===== src/rtl/ptu_pkg.sv =====
// constants and carrier types for the timer channel pin and enable block
package ptu_pkg;

  localparam int CH_N = 3;

  // ---------------------------------------------------------------------
  // register map (byte addresses)
  // ---------------------------------------------------------------------
  localparam logic [7:0] OFS_IER_BASE = 8'h00;
  localparam logic [7:0] OFS_STS_BASE = 8'h0C;
  localparam logic [7:0] OFS_PINFN2   = 8'h18;
  localparam logic [7:0] OFS_GRA2     = 8'h1C;

  // ---------------------------------------------------------------------
  // enable and status bit positions
  // ---------------------------------------------------------------------
  localparam int BIT_ADC = 7;
  localparam int BIT_UDF = 5;
  localparam int BIT_OVF = 4;
  localparam int BIT_D   = 3;
  localparam int BIT_C   = 2;
  localparam int BIT_B   = 1;
  localparam int BIT_A   = 0;

  localparam logic [7:0] IER_RSV_ONE = 8'h40;
  localparam logic [7:0] IER_RST     = 8'h00;
  localparam logic [7:0] IER_WMASK [CH_N] = '{8'h9F, 8'hB3, 8'hB3};
  localparam logic [5:0] STS_MASK  [CH_N] = '{6'h1F, 6'h33, 6'h33};
  localparam logic [1:0] STS_TOP       = 2'h1;

  // ---------------------------------------------------------------------
  // pin function field of register A, channel 2
  // ---------------------------------------------------------------------
  localparam int PF_CAPTURE = 3;
  localparam int PF_INIT    = 2;
  localparam int PF_BOTH    = 1;
  localparam logic [3:0] PF_RST    = 4'h0;
  localparam logic [1:0] PF_OFF    = 2'h0;
  localparam logic [1:0] PF_LOW    = 2'h1;
  localparam logic [1:0] PF_HIGH   = 2'h2;
  localparam logic [1:0] PF_TOGGLE = 2'h3;
  localparam logic [1:0] CAP_RISE  = 2'h0;
  localparam logic [1:0] CAP_FALL  = 2'h1;

  localparam logic [15:0] GRA_RST  = 16'h0000;
  localparam logic [15:0] CNT_MAX  = 16'hFFFF;
  localparam logic [15:0] CNT_ZERO = 16'h0000;

  // ---------------------------------------------------------------------
  // carriers
  // ---------------------------------------------------------------------
  typedef struct packed {
    logic [15:0] count;      // channel_counter value
    logic        phaseMode;  // phase counting mode active
    logic [3:0]  matchIn;    // {D,C,B,A} match/capture events
  } ptu_chan_in_t;

  typedef struct packed {
    logic udf;
    logic ovf;
    logic matchD;
    logic matchC;
    logic matchB;
    logic matchA;
  } ptu_irq_t;

endpackage : ptu_pkg


===== src/rtl/ptu_ch_io.sv =====
// channel pin function, status flags and interrupt enables of the timer
//
// Contract
// RULE_01: field bit 3 low makes register A compare; bit 2 sets initial pin level.
// RULE_02: compare mode: low pair 00 disables pin output, 01 drives low on match.
// RULE_03: compare mode: low pair 10 drives pin A high on each match.
// RULE_04: compare mode: low pair 11 toggles pin A on each match.
// RULE_05: field bit 3 high makes register A capture channel 2 pin A.
// RULE_06: capture mode: low pair 00 captures on rising edges only.
// RULE_07: capture mode: low pair 01 captures on falling edges only.
// RULE_08: capture mode: bit 1 set captures on both edges.
// RULE_09: enable bit 7 gates converter start request from register A events.
// RULE_10: enable bit 6 always reads 1, writes ignored.
// RULE_11: bit 5 enables underflow interrupt in channels 1 and 2; reserved in 0.
// RULE_12: bit 4 gates overflow flag onto overflow interrupt request.
// RULE_13: bit 3 enables register D interrupt in channel 0 only; else reads 0.
// RULE_14: bit 2 enables register C interrupt in channel 0 only; else reads 0.
// RULE_15: bit 1 gates register B flag onto its interrupt in every channel.
// RULE_16: bit 0 gates register A flag onto its interrupt in every channel.
// RULE_17: three enable registers, one per channel, writable bits reset to 0.
// RULE_18: match flag sets on counter equal register, or on capture copy.
// RULE_19: overflow flag sets when counter wraps from maximum to zero.
// RULE_20: underflow flag sets when counter wraps zero to maximum, phase mode.
// RULE_21: flag clears only by writing 0 after reading it as 1; code also clears a flag set during that read's wait state.
// RULE_22: request is high while both flag and enable are high.
`timescale 1ns/100ps
module ptu_ch_io
  import ptu_pkg::*;
(
  input  wire logic         clk_sys,
  input  wire logic         reset,
  input  wire logic         psel,
  input  wire logic         penable,
  input  wire logic         pwrite,
  input  wire logic [7:0]   paddr,
  input  wire logic [31:0]  pwdata,
  output logic      [31:0]  prdata,
  output logic              pready,
  output logic              pslverr,
  input  wire ptu_chan_in_t chanIn   [CH_N],
  output ptu_irq_t          irqReq   [CH_N],
  output logic      [CH_N-1:0] adcStart,
  input  wire logic         pinAIn,
  output logic              pinAOut,
  output logic              pinAOe_n
);

  // ---------------------------------------------------------------------
  // apb slave: one wait state, so read data and error come from flops
  // ---------------------------------------------------------------------
  logic        pready_reg;
  logic [31:0] prdata_reg;
  logic        pslverr_reg;
  logic [31:0] rdNext;
  logic        hit;
  logic        accessDone;
  logic [CH_N-1:0] wrIer;
  logic [CH_N-1:0] wrSts;
  logic [CH_N-1:0] rdSts;
  logic        wrPin;
  logic        wrGra;

  logic [7:0]  ienable_reg [CH_N];
  logic [5:0]  flags_reg   [CH_N];
  logic [5:0]  armed_reg   [CH_N];
  logic [15:0] cntPrev_reg [CH_N];
  logic [5:0]  irq_reg     [CH_N];
  logic [CH_N-1:0] adc_reg;
  logic [3:0]  pinFn_reg;
  logic [15:0] gra_reg;
  logic        pinLevel_reg;
  logic        pinOe_n_reg;
  logic        pinPrev_reg;
  logic        ch2MatchA;
  logic        capHit;
  logic        cmpHit;

  assign accessDone = psel & penable & pready_reg;

  always_comb begin
    rdNext = '0;
    hit    = 1'b0;
    wrIer  = '0;
    wrSts  = '0;
    rdSts  = '0;
    wrPin  = 1'b0;
    wrGra  = 1'b0;
    for (int c = 0; c < CH_N; c++) begin
      if (paddr == OFS_IER_BASE + 8'(4 * c)) begin
        hit      = 1'b1;
        rdNext   = {24'h0, ienable_reg[c] | IER_RSV_ONE}; // [RULE_10]
        wrIer[c] = accessDone & pwrite;
      end
      if (paddr == OFS_STS_BASE + 8'(4 * c)) begin
        hit      = 1'b1;
        rdNext   = {24'h0, STS_TOP, flags_reg[c]};
        wrSts[c] = accessDone & pwrite;
        rdSts[c] = accessDone & ~pwrite;
      end
    end
    if (paddr == OFS_PINFN2) begin
      hit    = 1'b1;
      rdNext = {28'h0, pinFn_reg};
      wrPin  = accessDone & pwrite;
    end
    if (paddr == OFS_GRA2) begin
      hit    = 1'b1;
      rdNext = {16'h0, gra_reg};
      wrGra  = accessDone & pwrite;
    end
  end

  always_ff @(posedge clk_sys or posedge reset) begin
    if (reset) begin
      pready_reg  <= 1'b0;
      prdata_reg  <= '0;
      pslverr_reg <= 1'b0;
    end else begin
      pready_reg <= psel & penable & ~pready_reg;
      if (psel & penable & ~pready_reg) begin
        prdata_reg  <= pwrite ? 32'h0 : rdNext;
        pslverr_reg <= ~hit;
      end else begin
        pslverr_reg <= 1'b0;
      end
    end
  end

  assign pready  = pready_reg;
  assign prdata  = prdata_reg;
  assign pslverr = pslverr_reg;

  // ---------------------------------------------------------------------
  // per channel flags, enables and requests
  // ---------------------------------------------------------------------
  for (genvar c = 0; c < CH_N; c++) begin : g_ch
    logic [5:0] evt;
    logic [5:0] clr;
    logic [5:0] flagNext;
    logic [7:0] enNext;
    logic       wrapUp;
    logic       wrapDown;

    assign wrapUp   = cntPrev_reg[c] == CNT_MAX && chanIn[c].count == CNT_ZERO;
    assign wrapDown = cntPrev_reg[c] == CNT_ZERO && chanIn[c].count == CNT_MAX;
    // match/capture of A on channel 2 is produced here, others come in
    assign evt = {wrapDown & chanIn[c].phaseMode, wrapUp,        // [RULE_19] [RULE_20]
                  chanIn[c].matchIn[3:1],
                  (c == 2) ? ch2MatchA : chanIn[c].matchIn[0]}   // [RULE_18]
                 & STS_MASK[c];
    // only bits set in the cycle a prior read completes may be cleared
    assign clr      = {6{wrSts[c]}} & armed_reg[c] & ~pwdata[5:0]; // [RULE_21]
    assign flagNext = (flags_reg[c] & ~clr) | evt;  // set beats clear
    assign enNext   = wrIer[c] ? (pwdata[7:0] & IER_WMASK[c])      // [RULE_13] [RULE_14]
                               : ienable_reg[c];

    always_ff @(posedge clk_sys or posedge reset) begin
      if (reset) begin
        ienable_reg[c] <= IER_RST;                                 // [RULE_17]
        flags_reg[c]   <= '0;
        armed_reg[c]   <= '0;
        cntPrev_reg[c] <= CNT_ZERO;
        irq_reg[c]     <= '0;
        adc_reg[c]     <= 1'b0;
      end else begin
        ienable_reg[c] <= enNext;
        flags_reg[c]   <= flagNext;
        cntPrev_reg[c] <= chanIn[c].count;
        if (rdSts[c])
          armed_reg[c] <= flags_reg[c];
        else if (wrSts[c])
          armed_reg[c] <= '0;
        // next-state terms so the request follows flag and enable at once
        irq_reg[c] <= flagNext & enNext[5:0];  // [RULE_11] [RULE_12] [RULE_15] [RULE_16] [RULE_22]
        adc_reg[c] <= evt[BIT_A] & ienable_reg[c][BIT_ADC];        // [RULE_09]
      end
    end

    assign irqReq[c]   = ptu_irq_t'(irq_reg[c]);
  end

  assign adcStart = adc_reg;

  // ---------------------------------------------------------------------
  // channel 2 register A: compare output or input capture
  // ---------------------------------------------------------------------
  logic capMode;
  logic pinRise;
  logic pinFall;

  assign capMode = pinFn_reg[PF_CAPTURE];                          // [RULE_05]
  assign pinRise = pinAIn & ~pinPrev_reg;
  assign pinFall = ~pinAIn & pinPrev_reg;
  assign capHit  = capMode & (pinFn_reg[PF_BOTH] ? (pinRise | pinFall)  // [RULE_08]
                  : pinFn_reg[0] ? pinFall                         // [RULE_07]
                  : pinRise);                                      // [RULE_06]
  // a held counter value matches only once, on the cycle it arrives
  assign cmpHit  = ~capMode & (chanIn[2].count != cntPrev_reg[2])
                   & (chanIn[2].count == gra_reg);
  assign ch2MatchA = capHit | cmpHit;

  always_ff @(posedge clk_sys or posedge reset) begin
    if (reset) begin
      pinFn_reg <= PF_RST;
      gra_reg   <= GRA_RST;
    end else begin
      if (wrPin)
        pinFn_reg <= pwdata[3:0];
      if (capHit)
        gra_reg <= chanIn[2].count;  // capture wins over a software write
      else if (wrGra)
        gra_reg <= pwdata[15:0];
    end
  end

  always_ff @(posedge clk_sys or posedge reset) begin
    if (reset) begin
      pinLevel_reg <= 1'b0;
      pinOe_n_reg  <= 1'b1;
      pinPrev_reg  <= 1'b0;
    end else begin
      pinPrev_reg <= pinAIn;
      if (wrPin) begin
        if (!pwdata[PF_CAPTURE]) begin
          pinLevel_reg <= pwdata[PF_INIT];                         // [RULE_01]
          pinOe_n_reg  <= (pwdata[1:0] == PF_OFF);                 // [RULE_02]
        end else begin
          pinOe_n_reg  <= 1'b1;
        end
      end else if (cmpHit) begin
        case (pinFn_reg[1:0])
          PF_LOW:    pinLevel_reg <= 1'b0;                         // [RULE_02]
          PF_HIGH:   pinLevel_reg <= 1'b1;                         // [RULE_03]
          PF_TOGGLE: pinLevel_reg <= ~pinLevel_reg;                // [RULE_04]
          default:   pinLevel_reg <= pinLevel_reg;
        endcase
      end
    end
  end

  assign pinAOut  = pinLevel_reg;
  assign pinAOe_n = pinOe_n_reg;
endmodule : ptu_ch_io


===== config.mk =====
export PLATFORM = sky130hd
export DESIGN_NAME = ptu_ch_io
export DESIGN_NICKNAME = d
export VERILOG_FILES = /design/src/rtl/ptu_pkg.sv /design/src/rtl/ptu_ch_io.sv
export SDC_FILE = /design/constraint.sdc
export NUM_CORES = 1
export LEC_CHECK = 0
export ABC_AREA = 1
export BUFFER_PORTS_ARGS = -buffer_cell sky130_fd_sc_hd__buf_2
export CORE_MARGIN = 5
export CORE_UTILIZATION = 52
export DETAILED_ROUTE_END_ITERATION = 7
export PLACE_DENSITY = 0.77
export SLEW_MARGIN = 15
export SYNTH_ARGS = -nofsm -noshare
export SYNTH_HDL_FRONTEND = slang
export SYNTH_SLANG_ARGS = --single-unit

===== constraint.sdc =====
create_clock -name clk_sys -period 16.44 [get_ports clk_sys]
set_clock_uncertainty 0.1 [all_clocks]
set_input_delay 2.466 -clock clk_sys [delete_from_list [all_inputs] [get_ports clk_sys]]
set_output_delay 2.466 -clock clk_sys [all_outputs]
set_load 0.01 [all_outputs]

==> results of run 1 <==
-- path summary, 6_finish.rpt --
| check | start | end | slack (ps) |
|---|---|---|---|
| hold reg to reg | prdata[2] | prdata[2] | 370 |
| setup / recovery | pinAIn | gra_reg[4] | 12180 |
| min in group asynchronous | reset | adcStart[2] | 2120 |
| max in group asynchronous | reset | cntPrev_reg[30] | 12720 |
| hold / removal | prdata[2] | prdata[2] | 370 |
| setup reg to reg | pinPrev_reg | gra_reg[4] | 13990 |
-- cell usage in the layout (no fill, tap or decap), types with 3 or more instances in the layout --
cell,n
nor2_2,3
a32o_1,8
clkinvlp_4,3
o31ai_1,14
nor2_1,50
nor4_1,21
clkinv_4,4
nand2_1,190
xnor2_1,5
o21ai_2,11
buf_2,127
clkbuf_16,17
dfrtp_1,166
o211ai_1,4
inv_1,120
nand3_2,3
a21oi_1,12
a31oi_1,8
nor3_1,10
nor2_4,9
o22ai_1,16
nand2_2,6
a21boi_1,12
inv_2,6
ha_1,4
inv_6,7
conb_1,16
nand3_1,24
nand4_1,23
inv_4,4
o21ai_0,53
-- stage by stage --
| stage | total power, W | cells |
|---|---|---|
| global route | 0.000917 | 1162 |
| global placement | 0.000516 | 1131 |
| floorplan | 0.000490 | 844 |
| detailed placement | 0.000518 | 1131 |
| finish | 0.000882 | 1162 |
| CTS | 0.000888 | 1162 |
-- where the power goes --
group,internal (W),leakage (nW),switching (W)
clock network,0.000200,0.261,0.000171
registers,0.000426,1.98,0.0000119
logic,0.0000247,2.40,0.0000488
total,0.000651,4.64,0.000232
-- routing by layer --
| metal | share of wire | global-route usage | vias to the layer above |
|---|---|---|---|
| li1 | - | - | 2975 |
| met4 | 0.022 | 0.0732 | 0 |
| met2 | 0.47 | 0.345 | 197 |
| met3 | 0.064 | 0.0549 | 34 |
| met1 | 0.45 | 0.312 | 2888 |
| met5 | 0 | 0 | - |
-- Yosys cell counts, drive strengths merged --
cell       n
a21oi     13
o21ai     65
dfrtp    166
nor2      64
xor2       2
o22ai     16
o31ai     15
dfstp      1
nand3     28
a221oi     1
nand2    197
nor4b      1
xnor2      5
o2111ai    1
o211ai     4
a31oi      8
conb       1
a32o       8
ha         4
nor4      21
a21boi    13
nand4     23
o311ai     1
nor3      10
clkbuf     1
and2       2
o21bai     1
or2        2
buf       24
inv      131
-- cell families (layout without fill, tap and decap cells) --
kind of cell | Yosys count | in the layout
other | 1 | 16
XOR/XNOR | 7 | 7
buffers and inverters | 156 | 290
flip-flops | 167 | 167
adder cells (fa/ha/maj) | 4 | 4
AND/OR/NAND/NOR | 348 | 348
AO/OA/AOI/OAI | 146 | 146
-- worst max-delay path: cells and delay by family --
family,cells,cell delay [ps]
compound gates,4,1140
simple gates,1,430
fa+ha+maj,1,300
buf+inv,2,140
-- final cells by class --
class | count | area [um2]
Fill cell | 1238 | 5500
Sequential cell | 167 | 4180
Multi-Input combinational cell | 521 | 2760
Timing Repair Buffer | 128 | 643
Inverter | 131 | 507
Clock buffer | 18 | 439
Tap cell | 184 | 230
Clock inverter | 13 | 110
==> key figures, run 1 <==
Synth
  • Syn avg cell area: 9.11 um2
  • Synthesized area: 7550 um2
  • Synth area leaders: dfrtp_1 (55%), nand2_1 (9.4%), inv_1 (6.0%)
  • Area share of the largest cell type after synthesis: 0.550
  • Post-synthesis adder-cell area fraction: 0.00663
  • Synth Instances: 829
  • Compound-Gate Fraction of Synth Area: 0.126
  • Yosys warnings: 0
  • Synthesis-stage register bit count: 167
  • Mux cell area share after synthesis: 0
  • XOR/XNOR share of the synthesized area: 0.00812
  • Leading area contributor after synthesis: dfrtp_1
  • Sequential area share after synthesis: 0.553
  • Largest family of logic cells by synthesized area: simple AND/OR/NAND/NOR gates
  • Yosys cell types: 44
  • Simple-gate share of the synthesized area: 0.217

Placement
  • Routability cong.: 0.873
  • Worst slack, placed: 11,640 ps
  • Post-DP Area: 8320 um2
  • Dpl hpwl: 13,600 um
  • Port bufs: 127

Worst setup path
  • CP Cell Sequence: buf_2 > inv_1 > ha_1 > a21oi_2 > nand2_2 > o21ai_4 > o211ai_1 > o21ai_0
  • Required @ worst endpoint: 16,680 ps
  • WP data arrival: 4500 ps
  • Worst path max stage delay: 440 ps
  • CP Class: input pin to flip-flop
  • Crit path max fanout: 32
  • Startpoint types: input pin
  • Crit-path slowest cell: o21ai_4
  • Cell count of the worst reg-to-reg path: 6
  • Critical path endpoint category: flip-flop

Clock network
  • Gates resized, CTS repair: 0
  • H-tree depth: 4
  • # clock sinks: 167
  • Clk_lat worst skew: 430 ps
  • Clk root buf: clkbuf_16
  • Postcts setup bufs: 0
  • CTS Hold Buffers Added: 0
  • CTS clock-pin slew for the worst setup and hold paths: 60 ps
  • Clock buffer depth: 2
  • CTS tree: built
  • CTS buffer count: 17

Final layout
  • N_diodes: 0
  • Share of cells above drive strength 1: 0.217
  • Layout area overhead: 17.5%
  • Final Net Count: 1,079
  • Finished Cell Area: 8870 um2
  • Final Core Density: 0.618
  • Max reg flops: 48

Routing
  • DRC viols: 0
  • Vias per cell: 5.24
  • Antenna viol nets, final: 0
  • Via count: 6,094
  • Drt total wl: 18,100 um
  • Initial DRC Count: 504
  • Wire length per cell: 15.6 um
  • 1st-pass router iterations: 5

STA
  • Actual slew at the worst max-slew pin: 1100 ps
  • Final Worst Setup Slack: 12,180 ps
  • RSZ-0062 raised after global routing: false
  • Tmin final: 4260 ps
  • Period utilization: 0.259
  • Final hold viol count: 0
  • Post-route setup TNS: 0 ps
  • Final Hold Slack: 371 ps
  • Final-report max-slew violation count: 0
  • Highest clock rate: 0.235 GHz
  • Worst slew margin: 0.257
  • Final setup violation count: 0

Power and ir drop
  • Pwr Density: 99.4 nW/um2
  • Leakage: 4.64 nW
  • Max VDD drop: 0.0000781 V

Floorplan
  • Core Box Area: 14,400 um2
  • Die H: 131 um
  • Die area: 17,000 um2
  • Std cell rows: 44
  • Initial Util: 0.526
  • Chip width: 131 um
  • I/O pin count: 166

Hold path
  • Worst min path class: flip-flop to flip-flop
  • Worst hold path depth: 2

GRT
  • Vias in the first global route: 5,947
  • Largest net degree at the start of global routing: 100
  • First-pass GRT wire length: 29,400 um
  • Initial antenna violation count: 0
  • GRT overflow: 0
  • GR Util All Layers: 0.223

Run status
  • Status: completed

Job
  • Max cap viols: 0
Note: power is estimated with default switching activity, not from simulation.
==> run 2: changes to the inputs <==
clock period = 4.3 ns   (was 16.44 ns; I/O delays follow)
==> key figures, run 2 (synthesis results as in run 1) <==
Floorplan
  • Core Box Area: 14,400 um2 (unchanged)
  • Die H: 131 um (unchanged)
  • Std cell rows: 44 (unchanged)
  • Initial Util: 0.526 (unchanged)
  • Die area: 17,000 um2 (unchanged)
  • Chip width: 131 um (unchanged)
  • I/O pin count: 166 (unchanged)

Final layout
  • Max reg flops: 48 (unchanged)
  • Finished Cell Area: 8980 um2 (+1.2%)
  • Share of cells above drive strength 1: 0.219 (+0.00240)
  • N_diodes: 0 (unchanged)
  • Most common cell after layout, fill and taps aside: nand2_1
  • Final Core Density: 0.625 (+0.00740)
  • Commonest cells after routing, fill and taps aside: nand2_1 (190), dfrtp_1 (166), buf_2 (127), inv_1 (120), o21ai_0 (53)
  • Layout area overhead: 18.9%
  • Final Net Count: 1,081 (+0.19%)

Worst setup path
  • Startpoint types: input pin
  • CP Class: input pin to flip-flop
  • Worst Setup EP: gra_reg[0]
  • WP data arrival: 2820 ps (-1680 ps)
  • Critical path endpoint category: flip-flop
  • R2R Setup Slk: 1740 ps (-12,250 ps)
  • Crit path from: pinAIn
  • Required @ worst endpoint: 4540 ps (-12,140 ps)
  • Cell count of the worst reg-to-reg path: 6 (unchanged)
  • Crit path max fanout: 32 (unchanged)
  • Crit Reg-Reg Startpoint: pinPrev_reg
  • Worst reg2reg endpoint: gra_reg[0]

Placement
  • Post-DP Area: 8340 um2 (+0.23%)
  • Routability cong.: 0.903 (+3.4%)
  • Dpl hpwl: 13,800 um (+1.7%)
  • Port bufs: 127 (unchanged)

STA
  • Actual slew at the worst max-slew pin: 1140 ps (+38.0 ps)
  • Highest clock rate: 0.389 GHz
  • Final hold viol count: 0 (unchanged)
  • Tmin final: 2570 ps
  • Worst slew margin: 0.238 (-0.0187)
  • Period utilization: 0.598
  • Final setup violation count: 0 (unchanged)
  • Final-report max-slew violation count: 0 (unchanged)
  • RSZ-0062 raised after global routing: false
  • Post-route setup TNS: 0 ps (unchanged)

Power and ir drop
  • Pwr Density: 398 nW/um2 (+300%)
  • Leakage: 4.70 nW (+1.3%)
  • Max VDD drop: 0.000278 V (+260%)

Clock network
  • # clock sinks: 167 (unchanged)
  • CTS tree: built
  • CTS clock-pin slew for the worst setup and hold paths: 70 ps (about the same)
  • CTS buffer count: 17 (unchanged)
  • Gates resized, CTS repair: 0 (unchanged)
  • Postcts setup bufs: 0 (unchanged)
  • Clk_lat worst skew: 440 ps (about the same)
  • H-tree depth: 4 (unchanged)
  • CTS Hold Buffers Added: 0 (unchanged)
  • Clk root buf: clkbuf_16
  • Clock buffer depth: 2 (unchanged)

GRT
  • GR Util All Layers: 0.229 (+0.00606)
  • Initial antenna violation count: 0 (unchanged)
  • GRT overflow: 0 (unchanged)
  • First-pass GRT wire length: 30,300 um (+2.9%)
  • Largest net degree at the start of global routing: 93 (-7.0%)
  • Vias in the first global route: 6,103 (+2.6%)

Routing
  • Antenna viol nets, final: 0 (unchanged)
  • DRC viols: 0 (unchanged)
  • Via count: 6,255 (+2.6%)
  • Wire length per cell: 16.2 um (+4.0%)
  • 1st-pass router iterations: 5 (unchanged)
  • Initial DRC Count: 542 (+7.5%)
  • Vias per cell: 5.37 (+2.4%)
  • Drt total wl: 18,900 um (+4.2%)

Hold path
  • Worst min path class: input pin to async pin

Run status
  • Status: completed

Job
  • Max cap viols: 0 (unchanged)
-- run 2: changes by cell type in the layout (fill, tap and decap cells not counted), moves of 2 or more --
cell and delta:
clkinv_4 -3, buf_12 +2, bufinv_16 +2, clkinvlp_4 -2
inv_8 +4, clkinv_8 +2
-- run 2: metrics by stage --
step	power (W)	cells	worst slack, ps	hold WS [ps]
5_1_grt	0.00370	1165	1530	155
2_1_floorplan	0.00187	844	1430	337
3_5_place_dp	0.00199	1132	1340	366
6_report	0.00357	1165	1730	119
4_1_cts	0.00358	1164	1780	215
3_3_place_gp	0.00198	1132	1400	362
-- run 2: final cells by class --
| type | instances | area [um2] |
|---|---|---|
| Clock buffer | 17 | 425 |
| Multi-Input combinational cell | 521 | 2760 |
| Fill cell | 1220 | 5390 |
| Timing Repair Buffer | 130 | 683 |
| Tap cell | 184 | 230 |
| Inverter | 131 | 505 |
| Clock inverter | 15 | 199 |
| Sequential cell | 167 | 4180 |
-- run 2: report_power, final --
part | switching (W) | total, W | internal (W)
Clock | 0.000717 | 0.00161 | 0.000893
Combinational | 0.000187 | 0.000285 | 0.0000979
Sequential | 0.0000454 | 0.00167 | 0.00163
Total | 0.000950 | 0.00357 | 0.00262
-- run 2: how the worst min path moves through the flow --
stage	start	depth (start not counted)	to
floorplan	pinFn_reg[2]	2	pinFn_reg[2]
global placement	prdata[7]	2	prdata[7]
detailed placement	prdata[0]	2	prdata[0]
CTS	chanIn[56]	1	cntPrev_reg[41]
global route	reset	2	cntPrev_reg[35]
finish	reset	2	cntPrev_reg[47]
-- run 2: worst max-delay path, stage by stage --
cell and delay, ps:
buf_2 120, inv_1 50, ha_1 300, a21oi_2 400
nand2_2 400, o21ai_2 580, o211ai_1 170, o21ai_0 130
-- run 2: metal layers --
layer	up-vias	part of all wire	GRT usage
met5	-	0	0
met4	0	0.023	0.0829
met3	42	0.069	0.0537
met2	208	0.48	0.363
met1	3004	0.43	0.311
li1	3001	-	-
==> run 3: changes to the inputs <==
CORE_UTILIZATION = 49   (was 52)
PLACE_DENSITY = 0.76   (was 0.77)
clock period = 2.21 ns   (was 4.3 ns; I/O delays follow)
==> key figures, run 3 (synthesis results as in run 1) <==
GRT
  • Grt met3 use: 0.0461 (-0.00752)
  • Largest net degree at the start of global routing: 80 (-14%)
  • Initial antenna violation count: 0 (unchanged)
  • Met2 Use GR: 0.357 (-0.00599)
  • Met1 GRT Util: 0.302 (-0.00874)
  • GRT overflow: 0 (unchanged)
  • GR Util All Layers: 0.223 (-0.00617)
  • Vias in the first global route: 6,412 (+5.1%)
  • GRT Max-Usage Layer: met2
  • First-pass GRT wire length: 31,800 um (+5.1%)

Worst setup path
  • Required @ worst endpoint: 2430 ps (-2110 ps)
  • CP Class: input pin to flip-flop
  • Crit path max fanout: 15 (-53%)
  • WP data arrival: 2270 ps (-550 ps)
  • Critical path endpoint category: flip-flop
  • Startpoint types: input pin

Final layout
  • Fillcell total: 1,238 (+1.5%)
  • Most common cell after layout, fill and taps aside: nand2_1
  • Commonest cells after routing, fill and taps aside: nand2_1 (190), dfrtp_1 (166), buf_2 (127), inv_1 (120), o21ai_0 (53)
  • Final Net Count: 1,145 (+5.9%)
  • N_diodes: 0 (unchanged)
  • Multi-input combinational cell area: 2760 um2 (unchanged)
  • FF+latch area: 4180 um2 (unchanged)
  • Post-Layout Cell Count: 1,233 (+5.8%)
  • Max reg flops: 48 (unchanged)
  • Final Core Density: 0.632 (+0.00660)
  • Layout area overhead: 26.6%
  • Share of cells above drive strength 1: 0.217 (-0.00194)

Clock network
  • Clock buffer depth: 2 (unchanged)
  • CTS clock-pin slew for the worst setup and hold paths: 70 ps (about the same)
  • Clk root buf: clkbuf_16
  • H-tree depth: 4 (unchanged)
  • CTS buffer count: 17 (unchanged)
  • # clock sinks: 167 (unchanged)
  • Clk_lat worst skew: 430 ps (about the same)
  • Postcts setup bufs: 0 (unchanged)
  • CTS tree: built

Power and ir drop
  • Pwr Density: 715 nW/um2 (+80%)
  • NetSw: 0.00187 W (+96%)
  • Clock power share: 0.430 (-0.021)
  • Design internal power: 0.00498 W (+90%)
  • Leakage: 4.97 nW (+5.7%)
  • Combinational power share: 0.094 (+0.014)
  • Switching share of power: 0.273 (+0.00664)
  • Seq pwr share: 0.476 (+0.007)
  • Max VDD drop: 0.000527 V (+89%)

STA
  • Tmin final: 2050 ps
  • Period utilization: 0.928
  • Highest clock rate: 0.487 GHz
  • Final hold viol count: 1 (+1)
  • Final Hold Slack: -6.34 ps (-125 ps)
  • RSZ-0062 raised after global routing: false
  • Final Worst Setup Slack: 158 ps (-1570 ps)
  • Actual slew at the worst max-slew pin: 511 ps (-632 ps)
  • Final setup violation count: 0 (unchanged)
  • Final-report max-slew violation count: 0 (unchanged)
  • Worst slew margin: 0.657 (+0.419)

Floorplan
  • Core Box Area: 15,100 um2 (+5.4%)
  • I/O pin count: 166 (unchanged)
  • Die H: 134 um (+2.8%)
  • Chip width: 134 um (+2.8%)
  • Std cell rows: 45 (+2.3%)
  • Die area: 18,000 um2 (+5.6%)
  • Initial Util: 0.499 (-0.0270)

Placement
  • Placed cell count: 1,149 (+1.5%)
  • Dpl hpwl: 13,800 um (+0.26%)
  • Worst slack, placed: 236 ps (-1100 ps)
  • Routability cong.: 0.895 (-0.83%)
  • Port bufs: 127 (unchanged)

Routing
  • Via count: 6,453 (+3.2%)
  • Vias per cell: 5.23 (-2.5%)
  • Wire length per cell: 15.8 um (-2.4%)
  • Initial DRC Count: 481 (-11%)
  • Drt total wl: 19,500 um (+3.3%)
  • Antenna viol nets, final: 0 (unchanged)
  • DRC viols: 0 (unchanged)
  • 1st-pass router iterations: 6 (+1)

Run status
  • Failing checks: hold timing
  • Status: finished, violations left

Hold path
  • Worst min path class: input pin to flip-flop

Job
  • Max cap viols: 0 (unchanged)
## run 3: changes by cell type in the layout (fill, tap and decap cells not counted), sizes merged
cell	delta
buf	+12
bufinv	-2
clkbuf	+1
clkinv	+1
dlygate4sd3	+52
## run 3: power by group through the flow
stage / clock, W / sequential [W] / combinational, W
finish: 0.00294 / 0.00326 / 0.000646
global route: 0.00310 / 0.00327 / 0.000729
CTS: 0.00298 / 0.00325 / 0.000637
detailed placement: 0 / 0.00331 / 0.000564
global placement: 0 / 0.00331 / 0.000551
floorplan: 0 / 0.00329 / 0.000356
## run 3: cell type report
cell class                 count  share of cell area
sequential                   167               0.437
multi-input combinational    521               0.288
timing repair buffer         194               0.136
inverter                     131              0.0528
clock buffer                  18              0.0459
tap                          188              0.0246
clock inverter                14              0.0154
## run 3: per-layer routing
metal | part of all wire | routed length (um)
met1 | 0.44 | 8510
met2 | 0.48 | 9380
met3 | 0.059 | 1140
met4 | 0.023 | 454
met5 | 0 | 0
## run 3: critical path, stage by stage
cell and delay (ps):
dlygate4sd3_1 540, buf_2 130, inv_1 40, ha_1 300, a21oi_2 180, nand2_2 210, buf_4 250, nand2_1 70
o21ai_0 80, nand2_1 70, o21ai_0 70
## run 3: path summary, 6_finish.rpt
| kind | start | endpoint | slack [ps] | cells after the start |
|---|---|---|---|---|
| setup / recovery | pinAIn | gra_reg[12] | 160 | 11 |
| hold / removal | chanIn[44] | flags_reg[14] | -6 | 3 |
| setup reg to reg | pready | irqReq[12] | 350 | 5 |
| hold reg to reg | prdata[7] | prdata[7] | 380 | 2 |
| max in group asynchronous | reset | cntPrev_reg[12] | 1150 | 4 |
| min in group asynchronous | reset | irqReq[9] | 480 | 4 |
## run 3: what timing repair did
action	CTS	global route
setup endpoints to repair	0	15
hold endpoints to repair	171	0
hold buffers	52	0
resized for setup	0	3
## run 3: through the flow
step           power, W  setup TNS (ps)  instance area [um2]  hold slack (ps)
2_1_floorplan   0.00365          -57670                 7610              263
3_3_place_gp    0.00386               0                 8450              353
3_5_place_dp    0.00388               0                 8450              355
4_1_cts         0.00687               0                 9560             1.24
5_1_grt         0.00711               0                 9570             3.63
6_report        0.00684               0                 9570            -6.34
